## config.mk

```make
export PLATFORM = sky130hd
export DESIGN_NAME = inset_picture_geometry_regs
export DESIGN_NICKNAME = d
export VERILOG_FILES = /design/src/design/inset_geom_pkg.sv /design/src/design/staged_reg.sv /design/src/design/inset_picture_geometry_regs.sv
export SDC_FILE = /design/constraint.sdc
export NUM_CORES = 1
export LEC_CHECK = 0
export ABC_AREA = 1
export BUFFER_PORTS_ARGS = -buffer_cell sky130_fd_sc_hd__buf_2
export CAP_MARGIN = 10
export CORE_UTILIZATION = 51
export CTS_BUF_LIST = sky130_fd_sc_hd__clkbuf_8
export DETAILED_ROUTE_END_ITERATION = 7
export GPL_TIMING_DRIVEN = 0
export PLACE_DENSITY = 0.71
export RECOVER_POWER = 25
export SETUP_SLACK_MARGIN = 0.4
export SLEW_MARGIN = 20
export SYNTH_ARGS = -nofsm -noshare
export SYNTH_HDL_FRONTEND = slang
export SYNTH_SLANG_ARGS = --single-unit
```

## constraint.sdc

```tcl
create_clock -name clock_in -period 2.1 [get_ports clock_in]
set_input_delay 0.525 -clock clock_in [delete_from_list [all_inputs] [get_ports clock_in]]
set_output_delay 0.525 -clock clock_in [all_outputs]
set_load 0.01 [all_outputs]
```

## src/design/inset_geom_pkg.sv

```systemverilog
// Constants for the inset picture geometry register bank.
// Assumes a serial-bus front end delivering decoded subaddress writes and reads.
// Function
// 9-bit line offset places first inset
// Override bit selects default or programmed value; the bank only passes the bit out and does not select
// Staged writes apply on operation-command write
// 9-bit vertical start, meaning per variant
// 9-bit line count, expert modes only
// 8-bit pixel count in four-pixel units
// Field buffer line length with override bit
// Host programs buffer length in expert mode
// Host writes zero to reserved bits
// Host never writes reserved subaddresses 8D-8F
// Operation command holds 2-bit x, y index
// New-command flag clears once setting applied
// Pixel offset in four-pixel units, with override
package inset_geom_pkg;
    localparam logic [7:0]  ADDR_LINE_OFFSET   = 8'h86;
    localparam logic [7:0]  ADDR_VERT_START    = 8'h87;
    localparam logic [7:0]  ADDR_LINE_COUNT    = 8'h88;
    localparam logic [7:0]  ADDR_PIXEL_OFFSET  = 8'h89;
    localparam logic [7:0]  ADDR_HORIZ_START   = 8'h8A;
    localparam logic [7:0]  ADDR_PIXEL_COUNT   = 8'h8B;
    localparam logic [7:0]  ADDR_FB_LINE_LEN   = 8'h8C;
    // Operation command kept clear of the reserved 8D-8F gap
    localparam logic [7:0]  ADDR_OPER_CMD      = 8'h7F;
    localparam int          NUM_GEOM           = 7;
    localparam logic [15:0] GEOM_RESET         = 16'h0000;
    localparam logic [7:0]  OPER_RESET         = 8'h00;
    // Writable bit masks; reserved bits read back as zero
    localparam logic [15:0] MASK_9BIT_OVR      = 16'h03FF;
    localparam logic [15:0] MASK_9BIT          = 16'h01FF;
    localparam logic [15:0] MASK_8BIT_OVR      = 16'h01FF;
    localparam logic [15:0] MASK_8BIT          = 16'h00FF;
    localparam int          OVR9_BIT           = 9;
    localparam int          OVR8_BIT           = 8;
    localparam int          IDX_X_LSB          = 0;
    localparam int          IDX_Y_LSB          = 2;
    localparam int          NEW_COMMAND_FLAG_BIT         = 7;
    // Cycles from operation-command write to applied settings
    localparam logic [3:0]  APPLY_CYCLES       = 4'h2;
endpackage

```

## src/design/staged_reg.sv

```systemverilog
// One staged geometry register: shadow written by host, active loaded on apply.
// Assumes write and apply strobes are single-cycle, synchronous to clock_in.
`timescale 1ns/1ps
module staged_reg
    import inset_geom_pkg::*;
#(
    parameter logic [15:0] MASK = 16'hFFFF
) (
    // Clock and reset
    input  wire logic        clock_in,
    input  wire logic        nrst_in,
    input  wire logic        enable_in,
    // Control
    input  wire logic        write_in,
    input  wire logic [15:0] wdata_in,
    input  wire logic        apply_in,
    // Values
    output logic      [15:0] shadow_out,
    output logic      [15:0] active_out
);
    typedef struct packed {
        logic [15:0] shadow;
        logic [15:0] active;
    } st_s;
    st_s st_ff;
    st_s nxt_st;

    // Stage host data; copy to active only on apply
    always_comb begin
        nxt_st = st_ff;
        if (write_in) begin
            nxt_st.shadow = wdata_in & MASK;
        end
        if (apply_in) begin
            nxt_st.active = st_ff.shadow;
        end
    end

    // State register
    always_ff @(posedge clock_in or negedge nrst_in) begin
        if (!nrst_in) begin
            st_ff <= '{shadow: GEOM_RESET, active: GEOM_RESET};
        end else if (enable_in) begin
            st_ff <= nxt_st;
        end
    end

    assign shadow_out = st_ff.shadow;
    assign active_out = st_ff.active;
endmodule

```

## src/design/inset_picture_geometry_regs.sv

```systemverilog
// Inset picture geometry register bank with staged update on operation command.
// Assumes a serial-bus slave front end presenting subaddress, data and strobes.
`timescale 1ns/1ps
module inset_picture_geometry_regs
    import inset_geom_pkg::*;
(
    // Clock and reset
    input  wire logic        clock_in,
    input  wire logic        nrst_in,
    input  wire logic        enable_in,
    // Subaddress access from the serial bus front end
    input  wire logic [7:0]  subaddr_in,
    input  wire logic        wr_in,
    input  wire logic [15:0] wdata_in,
    input  wire logic        rd_in,
    output logic      [15:0] rdata_out,
    output logic             rvalid_out,
    // Mode context
    input  wire logic        expert_in,
    // Applied geometry for the video pipeline
    output logic      [1:0]  inset_index_x_out,
    output logic      [1:0]  inset_index_y_out,
    output logic      [8:0]  inset_line_offset_out,
    output logic             line_offset_ext_out,
    output logic      [8:0]  inset_vertical_start_out,
    output logic             vertical_start_ext_out,
    output logic      [8:0]  inset_line_count_out,
    output logic      [7:0]  inset_pixel_offset_out,
    output logic             pixel_offset_ext_out,
    output logic      [7:0]  inset_horizontal_start_out,
    output logic      [7:0]  inset_pixel_count_out,
    output logic      [7:0]  field_buffer_line_length_out,
    output logic             fb_length_ext_out,
    output logic             apply_out
);
    localparam logic [15:0] MASKS [NUM_GEOM] = '{MASK_9BIT_OVR, MASK_9BIT_OVR, MASK_9BIT,
        MASK_8BIT_OVR, MASK_8BIT, MASK_8BIT, MASK_8BIT_OVR};

    typedef struct packed {
        logic [7:0]  oper;
        logic [3:0]  wait_cnt;
        logic        pending;
        logic [15:0] rdata;
        logic        rvalid;
        logic        apply;
        logic [1:0]  idx_x;
        logic [1:0]  idx_y;
        logic [8:0]  line_off;
        logic        line_ext;
        logic [8:0]  vstart;
        logic        vstart_ext;
        logic [8:0]  lines;
        logic [7:0]  pix_off;
        logic        pix_ext;
        logic [7:0]  hstart;
        logic [7:0]  pixels;
        logic [7:0]  fb_len;
        logic        fb_ext;
    } st_s;
    st_s st_ff;
    st_s nxt_st;

    logic [15:0] shadow [NUM_GEOM];
    logic [15:0] active [NUM_GEOM];
    logic        oper_wr;
    logic        copy_strobe;

    assign oper_wr     = wr_in && (subaddr_in == ADDR_OPER_CMD);
    assign copy_strobe = st_ff.pending && (st_ff.wait_cnt == 4'h0);

    // One staged register per geometry subaddress
    for (genvar g = 0; g < NUM_GEOM; g++) begin : g_reg
        staged_reg #(.MASK(MASKS[g])) u_reg (
            .clock_in   (clock_in),
            .nrst_in    (nrst_in),
            .enable_in  (enable_in),
            .write_in   (wr_in && (subaddr_in == ADDR_LINE_OFFSET + 8'(g))),
            .wdata_in   (wdata_in),
            .apply_in   (copy_strobe),
            .shadow_out (shadow[g]),
            .active_out (active[g])
        );
    end

    // Command handling, readback and applied field decode
    always_comb begin
        nxt_st        = st_ff;
        nxt_st.rvalid = 1'b0;
        nxt_st.apply  = 1'b0;
        if (oper_wr) begin
            nxt_st.oper     = wdata_in[7:0];
            nxt_st.pending  = wdata_in[NEW_COMMAND_FLAG_BIT];
            nxt_st.wait_cnt = APPLY_CYCLES - 4'h1;
        end else if (st_ff.pending) begin
            if (st_ff.wait_cnt != 4'h0) begin
                nxt_st.wait_cnt = st_ff.wait_cnt - 4'h1;
            end else begin
                nxt_st.pending               = 1'b0;
                nxt_st.apply                 = 1'b1;
                nxt_st.oper[NEW_COMMAND_FLAG_BIT]      = 1'b0;
                nxt_st.idx_x = st_ff.oper[IDX_X_LSB +: 2];
                nxt_st.idx_y = st_ff.oper[IDX_Y_LSB +: 2];
            end
        end
        if (rd_in) begin
            nxt_st.rvalid = 1'b1;
            nxt_st.rdata  = 16'h0000;
            if (subaddr_in == ADDR_OPER_CMD) begin
                nxt_st.rdata = {8'h00, st_ff.oper};
            end else if (subaddr_in >= ADDR_LINE_OFFSET && subaddr_in <= ADDR_FB_LINE_LEN) begin
                nxt_st.rdata = shadow[3'(subaddr_in - ADDR_LINE_OFFSET)];
            end
        end
        // Applied values; override bits are passed out beside their fields, not used to select
        nxt_st.line_off   = active[0][8:0];
        nxt_st.line_ext   = active[0][OVR9_BIT];
        nxt_st.vstart     = active[1][8:0];
        nxt_st.vstart_ext = active[1][OVR9_BIT];
        nxt_st.lines      = expert_in ? active[2][8:0] : 9'h000;
        nxt_st.pix_off    = active[3][7:0];
        nxt_st.pix_ext    = active[3][OVR8_BIT];
        nxt_st.hstart     = active[4][7:0];
        nxt_st.pixels     = expert_in ? active[5][7:0] : 8'h00;
        nxt_st.fb_len     = active[6][7:0];
        nxt_st.fb_ext     = active[6][OVR8_BIT];
    end

    // State register
    always_ff @(posedge clock_in or negedge nrst_in) begin
        if (!nrst_in) begin
            st_ff      <= '0;
            st_ff.oper <= OPER_RESET;
        end else if (enable_in) begin
            st_ff <= nxt_st;
        end
    end

    // Outputs straight from flip-flops
    assign rdata_out                    = st_ff.rdata;
    assign rvalid_out                   = st_ff.rvalid;
    assign apply_out                    = st_ff.apply;
    assign inset_index_x_out            = st_ff.idx_x;
    assign inset_index_y_out            = st_ff.idx_y;
    assign inset_line_offset_out        = st_ff.line_off;
    assign line_offset_ext_out          = st_ff.line_ext;
    assign inset_vertical_start_out     = st_ff.vstart;
    assign vertical_start_ext_out       = st_ff.vstart_ext;
    assign inset_line_count_out         = st_ff.lines;
    assign inset_pixel_offset_out       = st_ff.pix_off;
    assign pixel_offset_ext_out         = st_ff.pix_ext;
    assign inset_horizontal_start_out   = st_ff.hstart;
    assign inset_pixel_count_out        = st_ff.pixels;
    assign field_buffer_line_length_out = st_ff.fb_len;
    assign fb_length_ext_out            = st_ff.fb_ext;
endmodule

```

== After elaboration in Yosys (flattened, before gate mapping) ==
Index checks and enable logic that the tools add are counted.

* Register bits: 224
* Bits of input ports: 30
* Output and inout bits: 85
* Word-level logic and storage cells: 96

* Add/sub/neg operators: 2
* Magnitude comparators: 3
* Equal/unequal tests: 9
* Mux-type cells: 18
* Bitwise gates (word level): 3
* Reductions and logical operators: 27

{| class="wikitable"
|+ Operator list
! kind !! count
|-
| $mux 16 || 4
|-
| $eq 8x8->1 const B || 7
|-
| $bmux 16 s3 || 1
|-
| $mux 5 || 5
|-
| $reduce_and 2->1 || 10
|-
| $logic_and 1x1->1 || 10
|-
| $mux 9 || 1
|-
| $eq 8x7->1 const B || 1
|-
| $ge 8x8->1 const B || 1
|-
| $le 8x8->1 const B || 1
|-
| $mux 8 || 1
|-
| $reduce_and 3->1 || 2
|-
| $mux 1 || 5
|-
| $ge 4x4->1 const B || 1
|-
| $logic_not 4->1 || 1
|-
| $mux 4 || 1
|-
| $not 3->4 || 1
|-
| $reduce_and 4->1 || 1
|-
| $reduce_bool 2->1 || 2
|-
| $reduce_bool 4->1 || 1
|-
| $sub 4x1->4 const B || 1
|-
| $sub 3x3->3 const B || 1
|-
| $ne 2x2->1 const B || 1
|-
| $not 1->1 || 2
|}

== Logic depth before layout (Yosys ltp) ==
Gate-level depths: netlist (run 1).

* Depth after elaboration: 7
* Gate-level depth with buffers: 10
* Depth with buffers taken out: 9

== Cells and area by module ==
From an unflattened synthesis (run 1), not the netlist that was laid out.

* Cells, all modules: 1512
* Area, all modules: 11738.8 um^2

{| class="wikitable"
|+ By module, submodules not included
! module !! instances !! cells each !! area an instance (um^2) !! sequential area each (um^2)
|-
| inset_picture_geometry_regs || 1 || 861 || 5914.4 || 2452.4
|-
| staged_reg at g_reg[2].u_reg ... || 3 || 93 || 829.5 || 450.4
|-
| staged_reg at g_reg[0].u_reg ... || 2 || 99 || 898.4 || 500.5
|-
| staged_reg at g_reg[4].u_reg ... || 2 || 87 || 769.5 || 400.4
|}

== Worst setup path before layout (run 1) ==
No wires, ideal clock.

* Kind: input to register
* Start: input port subaddr_in[1]
* End: register st_ff (netlist bit rdata_out[3])
* Library setup time: 77 ps
* Arrival: 1758 ps
* Data required time: 2023 ps
* Setup slack: 265 ps
* Cell stages on the path: 8
* Buffers on the path: 2
* Path through: inv_1 -> ha_1 -> clkbuf_1 -> clkbuf_1 -> o21ai_0 -> o21ai_0 -> nand2_1 -> a21oi_1

* Word-level cells in the longest chain between the ends: 7
* Elaborated cells between the ends (all ways): 11
* Those cells by class: 1 x add/sub; 2 x order compare; 1 x eq/ne; 5 x mux; 1 x bitwise; 1 x reduce/logical

{| class="wikitable"
|+ RTL lines
! element !! RTL line !! RTL
|-
| from (decl) || inset_picture_geometry_regs.sv:12 || <nowiki>input wire logic [7:0] subaddr_in,</nowiki>
|-
| $sub 3x3->3 || inset_picture_geometry_regs.sv:111 || <nowiki>nxt_st.rdata = shadow[3'(subaddr_in - ADDR_LINE_OFFSET)];</nowiki>
|-
| $not 3->4 (not written as such) || inset_picture_geometry_regs.sv:111 ||
|-
| $bmux 16 s3 || inset_picture_geometry_regs.sv:111 ||
|-
| $mux 16 (not written as such) (2 in series) || inset_picture_geometry_regs.sv:111 ||
|-
| $mux 16 || inset_picture_geometry_regs.sv:110 || <nowiki>end else if (subaddr_in >= ADDR_LINE_OFFSET && subaddr_in <= ADDR_FB_LINE_LEN) begin</nowiki>
|-
| $mux 16 * || inset_picture_geometry_regs.sv:108 || <nowiki>if (subaddr_in == ADDR_OPER_CMD) begin</nowiki>
|-
| to (signal assigned) || inset_picture_geometry_regs.sv:134 || <nowiki>st_ff <= nxt_st;</nowiki>
|-
| to (decl) || inset_picture_geometry_regs.sv:60 || <nowiki>st_s st_ff;</nowiki>
|}

Every way passes the cells marked *; elsewhere a longest branch is shown, timed or not. The select of a mux whose other input is x is not followed.
A chain may end at the register's enable or synchronous reset.

== Worst setup path after layout (run 1) ==
* Start: register st_ff (netlist bit rdata_out[8])
* End: output port rdata_out[8]

{| class="wikitable"
|+ RTL lines
! element !! RTL line !! RTL
|-
| to (decl) || inset_picture_geometry_regs.sv:16 || <nowiki>output logic [15:0] rdata_out,</nowiki>
|}

No word-level cell between the ends.

==> metrics.md, run 1 <==
| Metric | Value |
|---|---|
| Ports | 115 |
| Root buffer cell | clkbuf_8 |
| Cell taking the most area after synthesis | dfrtp_1 |
| Final-report max-slew violation count | 0 |
| Synth Cell Area | 9730 µm² |
| Critical path data arrival time | 1.21 ns |
| Nets | ~1300 |
| Leakage | 6.51 nW |
| Vias in the first global route | around 7300 |
| Clock sinks | 218 |
| Worst VDD drop | 0.000589 V |
| Die W | 140 µm |
| Fill cells | about 1600 |
| Count of cell types in the netlist | 31 |
| Register bit total from synthesis | 218 |
| Port buffer count | 102 |
| Synth area leaders | dfrtp_1, nand2_1, o21ai_0, buf_4, inv_1 |
| Commonest non-fill, non-tap cell in the layout | nand2_1 |
| Core Region | 18700 µm² |
| Max-Cap Viols | 0 |
| Period utilisation layout | 0.825 |
| Global-route wire length before repair | 38400 µm |
| Final setup vio count | 0 |
| Final hold vios | 59 |
| Pre-antenna DRT Iters | 5 |
| WL final | 24500 µm |
| Clock transition at path regs | 0.07 ns |
| Fin crit period | between 1.5 and 2 ns |
| Final worst slack | 0.368 ns |
| Unrepaired setup endpoints after global routing | yes |
| Yosys top cell area share | 0.560 |
| Placer Congestion | 0.913 |
| FF-to-FF Start | st_ff[86] |
| # DRC | 0 |
| DP Worst Slack | -0.107 ns |
| H-tree levels | 2 |
| CTS tree | built |
| Data required time of the critical path | 1.57 ns |
| DRT iter0 DRCs | between 500 and 600 |
| Least-Margin Pin Slew | approximately 0.53 ns |
| FF-to-FF setup slack | ~0.44 ns |
| DR vias | slightly below 8000 |
| Core Rows | 50 |
| Clk buf depth | 3 |
| Largest net degree at the start of global routing | 87 |
| Most frequent cells in the layout | nand2_1, dfrtp_1, o21ai_0 |
| Total of warnings raised by yosys | 0 |
| Initial antenna violation count | 0 |
| Die area | slightly below 20000 µm² |
| Area Overhead vs Synth | 24.2% |
| Vias per inst | 4.98 |
| Avg Inst Size Synth | 8.55 µm² |
| Met2 usage | 0.391 |
| CP endpoint kind | primary output |
| Worst skew pair latency | 0.53 ns |
| GRT met3 Usage | 0.0427 |
| Hold Path Class | in -> async |
| M1 GR Usage | 0.360 |
| F_max | a little under 600 MHz |
| Reg-to-reg critical path endpoint | g_reg[6].u_reg.active_out[7] |
| Pwr dens | 843 nW/µm² |
| Die Ht | 140 µm |
| Busiest layer in global routing | met2 |
| Starting Density | 0.520 |
| Slew Limit Headroom | 0.647 |
| Antenna-violating nets left | 0 |
| WL per Instance | 15.6 µm |
| Max Fanout on Critical Path | 2 |
| Synth Instances | approximately 1100 |
| Hold slack | -0.0644 ns |
| Reg2reg path depth | 9 |
| Ant. Diodes | 0 |
| Register area share after synthesis | 0.560 |
| CTS buffer count | 37 |
| DPL Wire Length | 16900 µm |
| Crit start category | flip-flop |
| Clk_skew | 0.0281 ns |
| Status | finished, violations left |
| GRT Residual Overflow | 0 |
| Failing checks | negative hold slack |
| Kind of critical path | reg -> out |
| All-Layer GR Usage | 0.254 |
| Ratio of cells with drive above 1 in the final layout | 0.244 |
-- area by class of cell --
class / instances / area, µm² / share of cell area
clock buffer: 41 / 564 / 0.0467
sequential: 218 / 5460 / 0.451
buffer: 123 / 955 / 0.0790
multi-input combinational: 704 / 3150 / 0.261
timing repair buffer: 133 / 1160 / 0.0963
tap: 234 / 293 / 0.0242
inverter: 99 / 377 / 0.0312
clock inverter: 20 / 130 / 0.0108
-- report_power, final --
part	switching (mW)	internal, mW
clock	1.62	2.02
combinational	0.894	0.845
sequential	0.213	4.61
total	2.72	7.47
-- state kept, by name (all words and copies together) (netlist names), 9 cells and up --
signal / cells
rdata_out: 10
st_ff: 13
inset_line_offset_out: 9
g.u_reg.shadow_out: 63
inset_line_count_out: 9
inset_vertical_start_out: 9
g.u_reg.active_out: 63
-- cell usage after synthesis, drive strengths merged --
master  number
inv         99
nor2        50
nor3         2
dfrtp      218
a22oi        1
xnor2        1
xor2         1
nand2      433
o21ai      165
a21oi       10
conb         1
ha           3
buf         96
nand4        2
clkbuf      27
nand3       30
-- metal layers --
metal | wire, µm | share of wire
met1 | 11000 | 0.45
met5 | 0 | 0
met3 | 1460 | 0.059
met2 | 11300 | 0.46
met4 | 736 | 0.030
-- critical path: stages (launching register included) --
cell     delay, ns
dfrtp_1       0.43
buf_6         0.14
buf_6         0.11
-- cells by family after synthesis --
group | Yosys count | synth area share
adders and majority gates | 3 | 0.00386
DFF | 218 | 0.560
buffers and inverters | 222 | 0.121
xor gates and xnor gates | 2 | 0.00180
other | 1 | 0.000385
and+or+nand+nor | 517 | 0.220
AOI/OAI and AO/OA | 176 | 0.0923
-- through the flow --
| stage | TNS (ns) | instances | power [mW] | util | cell area [µm²] |
|---|---|---|---|---|---|
| 3_5_place_dp | -0.135 | 1482 | 6.24 | 0.568 | 10600 |
| 5_1_grt | 0 | 1572 | 10.7 | 0.646 | 12100 |
| 3_3_place_gp | -682.25 | 1480 | 6.20 | 0.565 | 10600 |
| 6_report | 0 | 1572 | 10.2 | 0.646 | 12100 |
| 2_1_floorplan | 0 | 1144 | 5.72 | - | 9760 |
| 4_1_cts | 0 | 1548 | 9.95 | 0.614 | 11500 |
-- timing repair --
| action | in CTS | in global routing |
|---|---|---|
| pin swaps | 1 | 2 |
| endpoints found under the setup margin | 76 | 137 |
| buffers inserted | 5 | 23 |
| gates resized for setup | 32 | 86 |
| hold endpoints to repair | 59 | 59 |
| gates cloned | 0 | 1 |
-- worst max path at each step --
stage               depth (start not counted)  slack (ns)                            to          start
finish                                      2        0.37                  rdata_out[8]   rdata_out[8]
global route                                7        0.35  g_reg[6].u_reg.active_out[4]      st_ff[86]
CTS                                         2        0.36                  rdata_out[8]   rdata_out[8]
detailed placement                          9       -0.11                  rdata_out[3]  subaddr_in[1]
global placement                            1       -3.16      inset_pixel_count_out[6]        nrst_in
floorplan                                   8        0.47                  rdata_out[3]  subaddr_in[1]
(Power assumes the default switching activity.)
==> inputs of run 2 (changes only) <==
--- a/config.mk
+++ b/config.mk
@@ -5,14 +5,14 @@
 export SDC_FILE = /design/constraint.sdc
 export NUM_CORES = 1
 export LEC_CHECK = 0
-export ABC_AREA = 1
+export ABC_AREA = 0
 export BUFFER_PORTS_ARGS = -buffer_cell sky130_fd_sc_hd__buf_2
 export CAP_MARGIN = 10
 export CORE_UTILIZATION = 51
 export CTS_BUF_LIST = sky130_fd_sc_hd__clkbuf_8
 export DETAILED_ROUTE_END_ITERATION = 7
 export GPL_TIMING_DRIVEN = 0
-export PLACE_DENSITY = 0.71
+export PLACE_DENSITY = 0.74
 export RECOVER_POWER = 25
 export SETUP_SLACK_MARGIN = 0.4
 export SLEW_MARGIN = 20
==> constraint.sdc (replaced) <==
create_clock -name clock_in -period 1.45 [get_ports clock_in]
set_input_delay 0.3625 -clock clock_in [delete_from_list [all_inputs] [get_ports clock_in]]
set_output_delay 0.3625 -clock clock_in [all_outputs]
set_load 0.01 [all_outputs]
==> run 2 against run 1 <==
  * The run ends with design-rule violations, negative hold slack, negative setup slack left
  * Die area fell by 2.4%
  * Power rose by 73%
  * Clock power rose by 75%
  * Setup slack got worse by 0.80 ns
  * Sequential share of layout area shrank 6.9 points
  * Critical endpoint is now g_reg[4].u_reg.shadow_out[2]
  * Highest routed layer unchanged
==> metrics.md, run 2 <==
| Metric | Value |
|---|---|
| Final setup vio count | 217 (+217) |
| CTS buffer count | 38 (+2.7%) |
| Antenna-violating nets left | 0 (unchanged) |
| Core Region | 18100 µm² (-3.3%) |
| Post-Synth Simple-Gate Area | 0.0402 (-0.180) |
| Starting Density | 0.525 (+0.00454) |
| Nets | 1010 (-25%) |
| Clock transition at path regs | 0.06 ns (about the same) |
| Period utilisation layout | 1.30 |
| H-tree levels | 2 (unchanged) |
| Failing checks | design-rule violations, negative hold slack, negative setup slack |
| Worst skew pair latency | 0.54 ns (about the same) |
| Most frequent cells in the layout | dfrtp_1, buf_6, mux2_4 |
| Fin crit period | 1.88 ns |
| Ratio of cells with drive above 1 in the final layout | 0.612 (+0.367) |
| Crit start category | primary input |
| Avg Inst Size Synth | 13.3 µm² (+55%) |
| Clk buf depth | 3 (unchanged) |
| Final hold vios | 4 (-93%) |
| Most instantiated cells after synthesis | dfrtp_1, mux2_2, buf_4 |
| Design area | 14300 µm² (+18%) |
| Die Ht | 138 µm (-1.2%) |
| Layout Cells excl Fill | 1232 (-22%) |
| Die W | 138 µm (-1.2%) |
| Vias per inst | 5.46 (+9.5%) |
| DR vias | 6721 (-14%) |
| Count of cell types in the netlist | 37 (+19%) |
| WL final | 26900 µm (+9.7%) |
| Hold slack | -0.0163 ns (+0.0481 ns) |
| Clk_skew | 0.0239 ns (-0.00422 ns) |
| F_max | 531 MHz |
| WL per Instance | 21.8 µm (+40%) |
| Leakage | 7.25 nW (+11%) |
| Clock sinks | 218 (unchanged) |
| # DRC | 28 (+28) |
| Die area | 19200 µm² (-2.4%) |
| Count leader, synth | dfrtp_1 |
| Port buffer count | 99 (-2.9%) |
| Pwr dens | 1240 nW/µm² (+47%) |
| GRT Residual Overflow | 0 (unchanged) |
| Root buffer cell | clkbuf_8 |
| Pre-antenna DRT Iters | 7 (+2) |
| Final-report max-slew violation count | 0 (unchanged) |
| Synth Area in Compound Gates | 0.0459 (-0.0464) |
| Register area share after synthesis | 0.575 (+0.0142) |
| Hold Path Class | in -> async |
| Cell taking the most area after synthesis | dfrtp_1 |
| Data required time of the critical path | 1.87 ns (+0.30 ns) |
| Max-Cap Viols | 0 (unchanged) |
| Global-route wire length before repair | 41100 µm (+6.9%) |
| CP endpoint kind | flip-flop |
| Ys flop type | dfrtp_1 |
| Worst VDD drop | 0.00110 V (+87%) |
| Slew Limit Headroom | 0.336 (-0.311) |
| Register bit total from synthesis | 218 (unchanged) |
| Yosys top cell area share | 0.575 (+0.0142) |
| CTS tree | built |
| Fraction of the mapped netlist area in adder cells | 0.00395 (+0.0000976) |
| Initial antenna violation count | 1 (+1) |
| Async S/R FF share, synth | 1.00 (unchanged) |
| Largest family of logic cells by synthesized area | multiplexers |
| All-Layer GR Usage | 0.280 (+0.0256) |
| Status | finished, violations left |
| Area Overhead vs Synth | 50.4% |
| Mux cell area share after synthesis | 0.247 (+0.247) |
| Unrepaired setup endpoints after global routing | yes |
| Post-synth EDFFs | 0 (unchanged) |
| DRT iter0 DRCs | 380 (-29%) |
| Critical path data arrival time | 2.31 ns (+1.10 ns) |
| Max Fanout on Critical Path | 8 (+6) |
| Largest net degree at the start of global routing | 80 (-8.0%) |
| Post-Synth XOR/XNOR Area | 0 (-0.00180) |
| DPL Wire Length | 15500 µm (-8.5%) |
| Synth Cell Area | 9490 µm² (-2.5%) |
| Commonest non-fill, non-tap cell in the layout | dfrtp_1 |
| Placer Congestion | 0.968 (+6.0%) |
| Final worst slack | -0.434 ns (-0.801 ns) |
| Synth area leaders | dfrtp_1, mux2_2, buf_4, mux2i_1, o21ai_0 |
| Least-Margin Pin Slew | 0.995 ns (+0.466 ns) |
| DP Area | 11300 µm² (+6.3%) |
| Core Rows | 49 (-2.0%) |
| Ports | 115 (unchanged) |
| Vias in the first global route | 7310 (+0.16%) |
| Post-Place Cells | 1051 (-29%) |
| Synth Instances | 716 (-37%) |
| Kind of critical path | in -> reg |
| Total of warnings raised by yosys | 0 (unchanged) |
| Util after Layout | 0.789 (+0.143) |
[run 2: cell types whose count changed in the layout (fill, tap and decap cells not counted), sizes merged, moves of 3 or more]
cell and change:
inv -79, a22oi +16, nor3 +3, nand2 -421
nor2 -47, clkbuf +13, mux2 +185, buf +67
mux2i +26, nor2b +4, o21ai -115, a21oi -7
[run 2: final timing paths]
check,start,to,slack [ns],cells after the start
setup / recovery,subaddr_in[4],g_reg[4].u_reg.shadow_out[2],-0.43,7
hold / removal,nrst_in,inset_line_count_out[2],-0.02,1
setup reg to reg,st_ff[86],g_reg[3].u_reg.active_out[2],-0.38,7
hold reg to reg,st_ff[96],rdata_out[6],0.51,2
max in group asynchronous,nrst_in,g_reg[1].u_reg.active_out[9],0.27,2
min in group clock_in,wdata_in[9],g_reg[0].u_reg.shadow_out[9],0.11,2
[run 2: area by class of cell]
type | count | area (µm²)
inverter | 29 | 109
timing repair buffer | 215 | 2120
sequential | 218 | 5460
clock buffer | 49 | 674
tap | 229 | 287
buffer | 113 | 1350
fill | 935 | 3810
antenna | 1 | 2.50
clock inverter | 16 | 174
multi-input combinational | 362 | 4100
[run 2: what timing repair did]
action,4_1_cts,5_1_grt
endpoints found under the setup margin,233,234
hold endpoints to repair,66,66
resized for setup,229,33
pin swaps,11,7
gates cloned,10,0
buffers inserted,67,38
[run 2: stage by stage]
stage | setup WS, ns | power [mW] | setup TNS, ns
2_1_floorplan | -0.867 | 9.05 | -56.65
3_3_place_gp | -3.42 | 9.73 | -841.45
3_5_place_dp | -1.21 | 9.87 | -102.43
4_1_cts | -0.383 | 17.2 | -39.70
5_1_grt | -0.443 | 18.2 | -52.97
6_report | -0.434 | 17.7 | -46.99
[run 2: power by group]
part	internal, mW	switching [mW]
logic	2.63	1.66
registers	6.62	0.434
clock network	3.74	2.60
[run 2: worst max-delay path, stage by stage]
cell     delay (ns)
buf_6          0.09
or4b_4         0.55
or3_4          0.36
buf_6          0.15
nor4b_4        0.27
buf_6          0.20
mux2_4         0.32
[run 2: logic make-up (layout without fill, tap and decap cells)]
group / count (synthesis) / count (layout)
adder cells (fa/ha/maj): 3 / 3
multiplexers: 211 / 211
AND/OR/NAND/NOR: 66 / 67
AO/OA/AOI/OAI: 75 / 75
buffers and inverters: 142 / 422
other: 1 / 7
flip-flops: 218 / 218
[run 2: routing by layer]
metal | up-vias | wire [µm] | GRT usage
met2 | 244 | 13800 | 0.474
met5 | - | 0 | 0.00752
met3 | 72 | 1590 | 0.0565
met1 | 3456 | 10500 | 0.344
li1 | 2949 | - | -
met4 | 0 | 980 | 0.134
==> inputs of run 3 (changes only) <==
--- a/config.mk
+++ b/config.mk
@@ -12,7 +12,7 @@
 export CTS_BUF_LIST = sky130_fd_sc_hd__clkbuf_8
 export DETAILED_ROUTE_END_ITERATION = 7
 export GPL_TIMING_DRIVEN = 0
-export PLACE_DENSITY = 0.74
+export PLACE_DENSITY_LB_ADDON = 0.08
 export RECOVER_POWER = 25
 export SETUP_SLACK_MARGIN = 0.4
 export SLEW_MARGIN = 20
==> constraint.sdc (replaced) <==
create_clock -name clock_in -period 1.62 [get_ports clock_in]
set_input_delay 0.405 -clock clock_in [delete_from_list [all_inputs] [get_ports clock_in]]
set_output_delay 0.405 -clock clock_in [all_outputs]
set_load 0.01 [all_outputs]
==> run 3 against run 2 <==
  * The flow still finishes with violations (design-rule violations, negative hold slack, negative setup slack)
  * Non-clock buffer count fell by 25
  * Critical path depth did not move
  * Highest routed layer unchanged
  * Hold slack got worse by 0.17 ns
  * Power fell by 17%
  * Global-route usage fell by 2.3 points
==> metrics.md, run 3 (synthesized netlist as in run 2, its figures left out) <==
| Metric | Value |
|---|---|
| Slew Limit Headroom | 0.400 (+0.0640) |
| Commonest non-fill, non-tap cell in the layout | dfrtp_1 |
| Die area | 19200 µm² (unchanged) |
| Root buffer cell | clkbuf_8 |
| Failing checks | design-rule violations, negative hold slack, negative setup slack |
| Least-Margin Pin Slew | 0.899 ns (-0.0959 ns) |
| Final setup vio count | 141 (-35%) |
| Top cell by count, worst path | buf_6 |
| DRT iter0 DRCs | 462 (+22%) |
| Layout Cells excl Fill | 1202 (-2.4%) |
| Worst skew pair latency | 0.53 ns (about the same) |
| Max Fanout on Critical Path | 8 (unchanged) |
| Core Region | 18100 µm² (unchanged) |
| Die W | 138 µm (unchanged) |
| Critical path's largest stage delay | 0.55 ns (about the same) |
| Core Rows | 49 (unchanged) |
| Leakage | 6.93 nW (-4.5%) |
| FF-to-FF setup slack | -0.25 ns (+0.13 ns) |
| CP cell instances | buf_6, or4b_4, or3_4, buf_6, nor4b_4, buf_6, mux2_4 |
| Kind of critical path | in -> reg |
| All-Layer GR Usage | 0.257 (-0.0232) |
| Final worst slack | -0.257 ns (+0.177 ns) |
| Most frequent cells in the layout | dfrtp_1, buf_6, mux2_4 |
| DP Area | 11000 µm² (-3.0%) |
| Nets | 987 (-2.3%) |
| Fin crit period | about 1.9 ns |
| Period utilisation layout | 1.16 |
| Hold Path Class | in -> async |
| Reg2reg path depth | 8 (+1) |
| F_max | 533 MHz |
| Reg-to-reg critical path endpoint | g_reg[6].u_reg.active_out[3] |
| DP Worst Slack | -1.11 ns (+0.100 ns) |
| Ratio of cells with drive above 1 in the final layout | 0.585 (-0.0270) |
| Die Ht | 138 µm (unchanged) |
| Vias in the first global route | 6743 (-7.8%) |
| Slowest CP cell | or4b_4 |
| Clk_skew | 0.0311 ns (+0.00730 ns) |
| Port buffer count | 99 (unchanged) |
| FF-to-FF Start | st_ff[86] |
| WL final | 24600 µm (-8.4%) |
| Clock sinks | 218 (unchanged) |
| Final hold vios | 64 (+60) |
| CTS buffer count | 39 (+2.6%) |
| Post-Place Cells | 1051 (unchanged) |
| Unrepaired setup endpoints after global routing | yes |
| Util after Layout | 0.756 (-0.0331) |
| Global-route wire length before repair | 37600 µm (-8.4%) |
| WL per Instance | 20.5 µm (-6.1%) |
| Worst VDD drop | 0.00102 V (-7.5%) |
| Area Overhead vs Synth | 44.1% |
| Pre-antenna DRT Iters | 6 (-1) |
| CP endpoint kind | flip-flop |
| DR vias | 6467 (-3.8%) |
| Clk buf depth | 3 (unchanged) |
| Pwr dens | 1070 nW/µm² (-13%) |
| GRT Residual Overflow | 0 (unchanged) |
| Starting Density | 0.525 (unchanged) |
| Status | finished, violations left |
| # DRC | 14 (-50%) |
| H-tree levels | 2 (unchanged) |
| Data required time of the critical path | 2.02 ns (+0.15 ns) |
| Largest net degree at the start of global routing | 94 (+18%) |
| Ant. Diodes | 0 (-1) |
| Ports | 115 (unchanged) |
| Critical path data arrival time | 2.28 ns (-0.03 ns) |
| Initial antenna violation count | 0 (-1) |
| Clock transition at path regs | 0.06 ns (about the same) |
| Max-Cap Viols | 0 (unchanged) |
| Final-report max-slew violation count | 0 (unchanged) |
| Vias per inst | 5.38 (-1.4%) |
| CTS tree | built |
| Crit start category | primary input |
| Hold slack | -0.185 ns (-0.169 ns) |
| Design area | 13700 µm² (-4.2%) |
| DPL Wire Length | 15100 µm (-2.4%) |
| Antenna-violating nets left | 0 (unchanged) |
| Placer Congestion | 0.846 (-13%) |
| Fill cells | 1080 (+16%) |
## run 3: changes by cell type in the layout (fill, tap and decap cells not counted), sizes merged
cell / change
clkinv: -3
inv: +3
nand2: +1
clkbuf: -3
buf: -24
bufinv: -3
diode: -1
## run 3: power by group
part           total [mW]  switching (mW)  leakage [nW]  internal (mW)
Clock                4.88            2.13         0.410           2.75
Combinational        3.51            1.38          3.50           2.13
Sequential           6.28           0.350          3.02           5.92
## run 3: worst max-delay path by stage
stage | start | to | slack, ns
2_1_floorplan | subaddr_in[6] | g_reg[4].u_reg.shadow_out[0] | -0.74
5_1_grt | st_ff[86] | g_reg[6].u_reg.active_out[1] | -0.28
6_report | subaddr_in[4] | g_reg[4].u_reg.shadow_out[4] | -0.26
3_5_place_dp | subaddr_in[6] | g_reg[0].u_reg.shadow_out[9] | -1.11
3_3_place_gp | nrst_in | inset_horizontal_start_out[5] | -3.41
4_1_cts | subaddr_in[4] | g_reg[4].u_reg.shadow_out[4] | -0.27
## run 3: repair_timing
action                                 CTS  global route
setup endpoints to repair              230           233
gates cloned                             9             3
resized for setup                      223            44
endpoints found under the hold margin   64            64
pin swaps                               11             4
setup buffers                           47            32
## run 3: stage by stage
| step | power (mW) | TNS (ns) |
|---|---|---|
| after floorplan | 7.96 | -36.89 |
| after global placement | 8.57 | -816.71 |
| after detailed placement | 8.68 | -80.12 |
| after CTS | 14.5 | -16.03 |
| after global routing | 15.3 | -34.40 |
| final | 14.7 | -19.88 |
## run 3: routing by layer
metal / global-route usage / part of all wire / vias to the layer above
met5: 0 / 0 / -
met4: 0.0934 / 0.027 / 0
met3: 0.0440 / 0.055 / 58
met2: 0.421 / 0.49 / 194
met1: 0.346 / 0.43 / 3317
li1: - / - / 2898
## run 3: final cells by class
cell class	count	area [µm²]	area share
sequential	218	5460	0.399
multi-input combinational	363	3940	0.288
timing repair buffer	190	1940	0.142
buffer	113	1220	0.0889
clock buffer	47	647	0.0473
tap	229	287	0.0210
inverter	29	109	0.00796
clock inverter	13	83.8	0.00613
## run 3: critical path, delay by kind of cell
family                 cells  cell delay (ns)
multiplexers               1             0.31
AND/OR/NAND/NOR            3             1.12
buffers and inverters      3             0.44
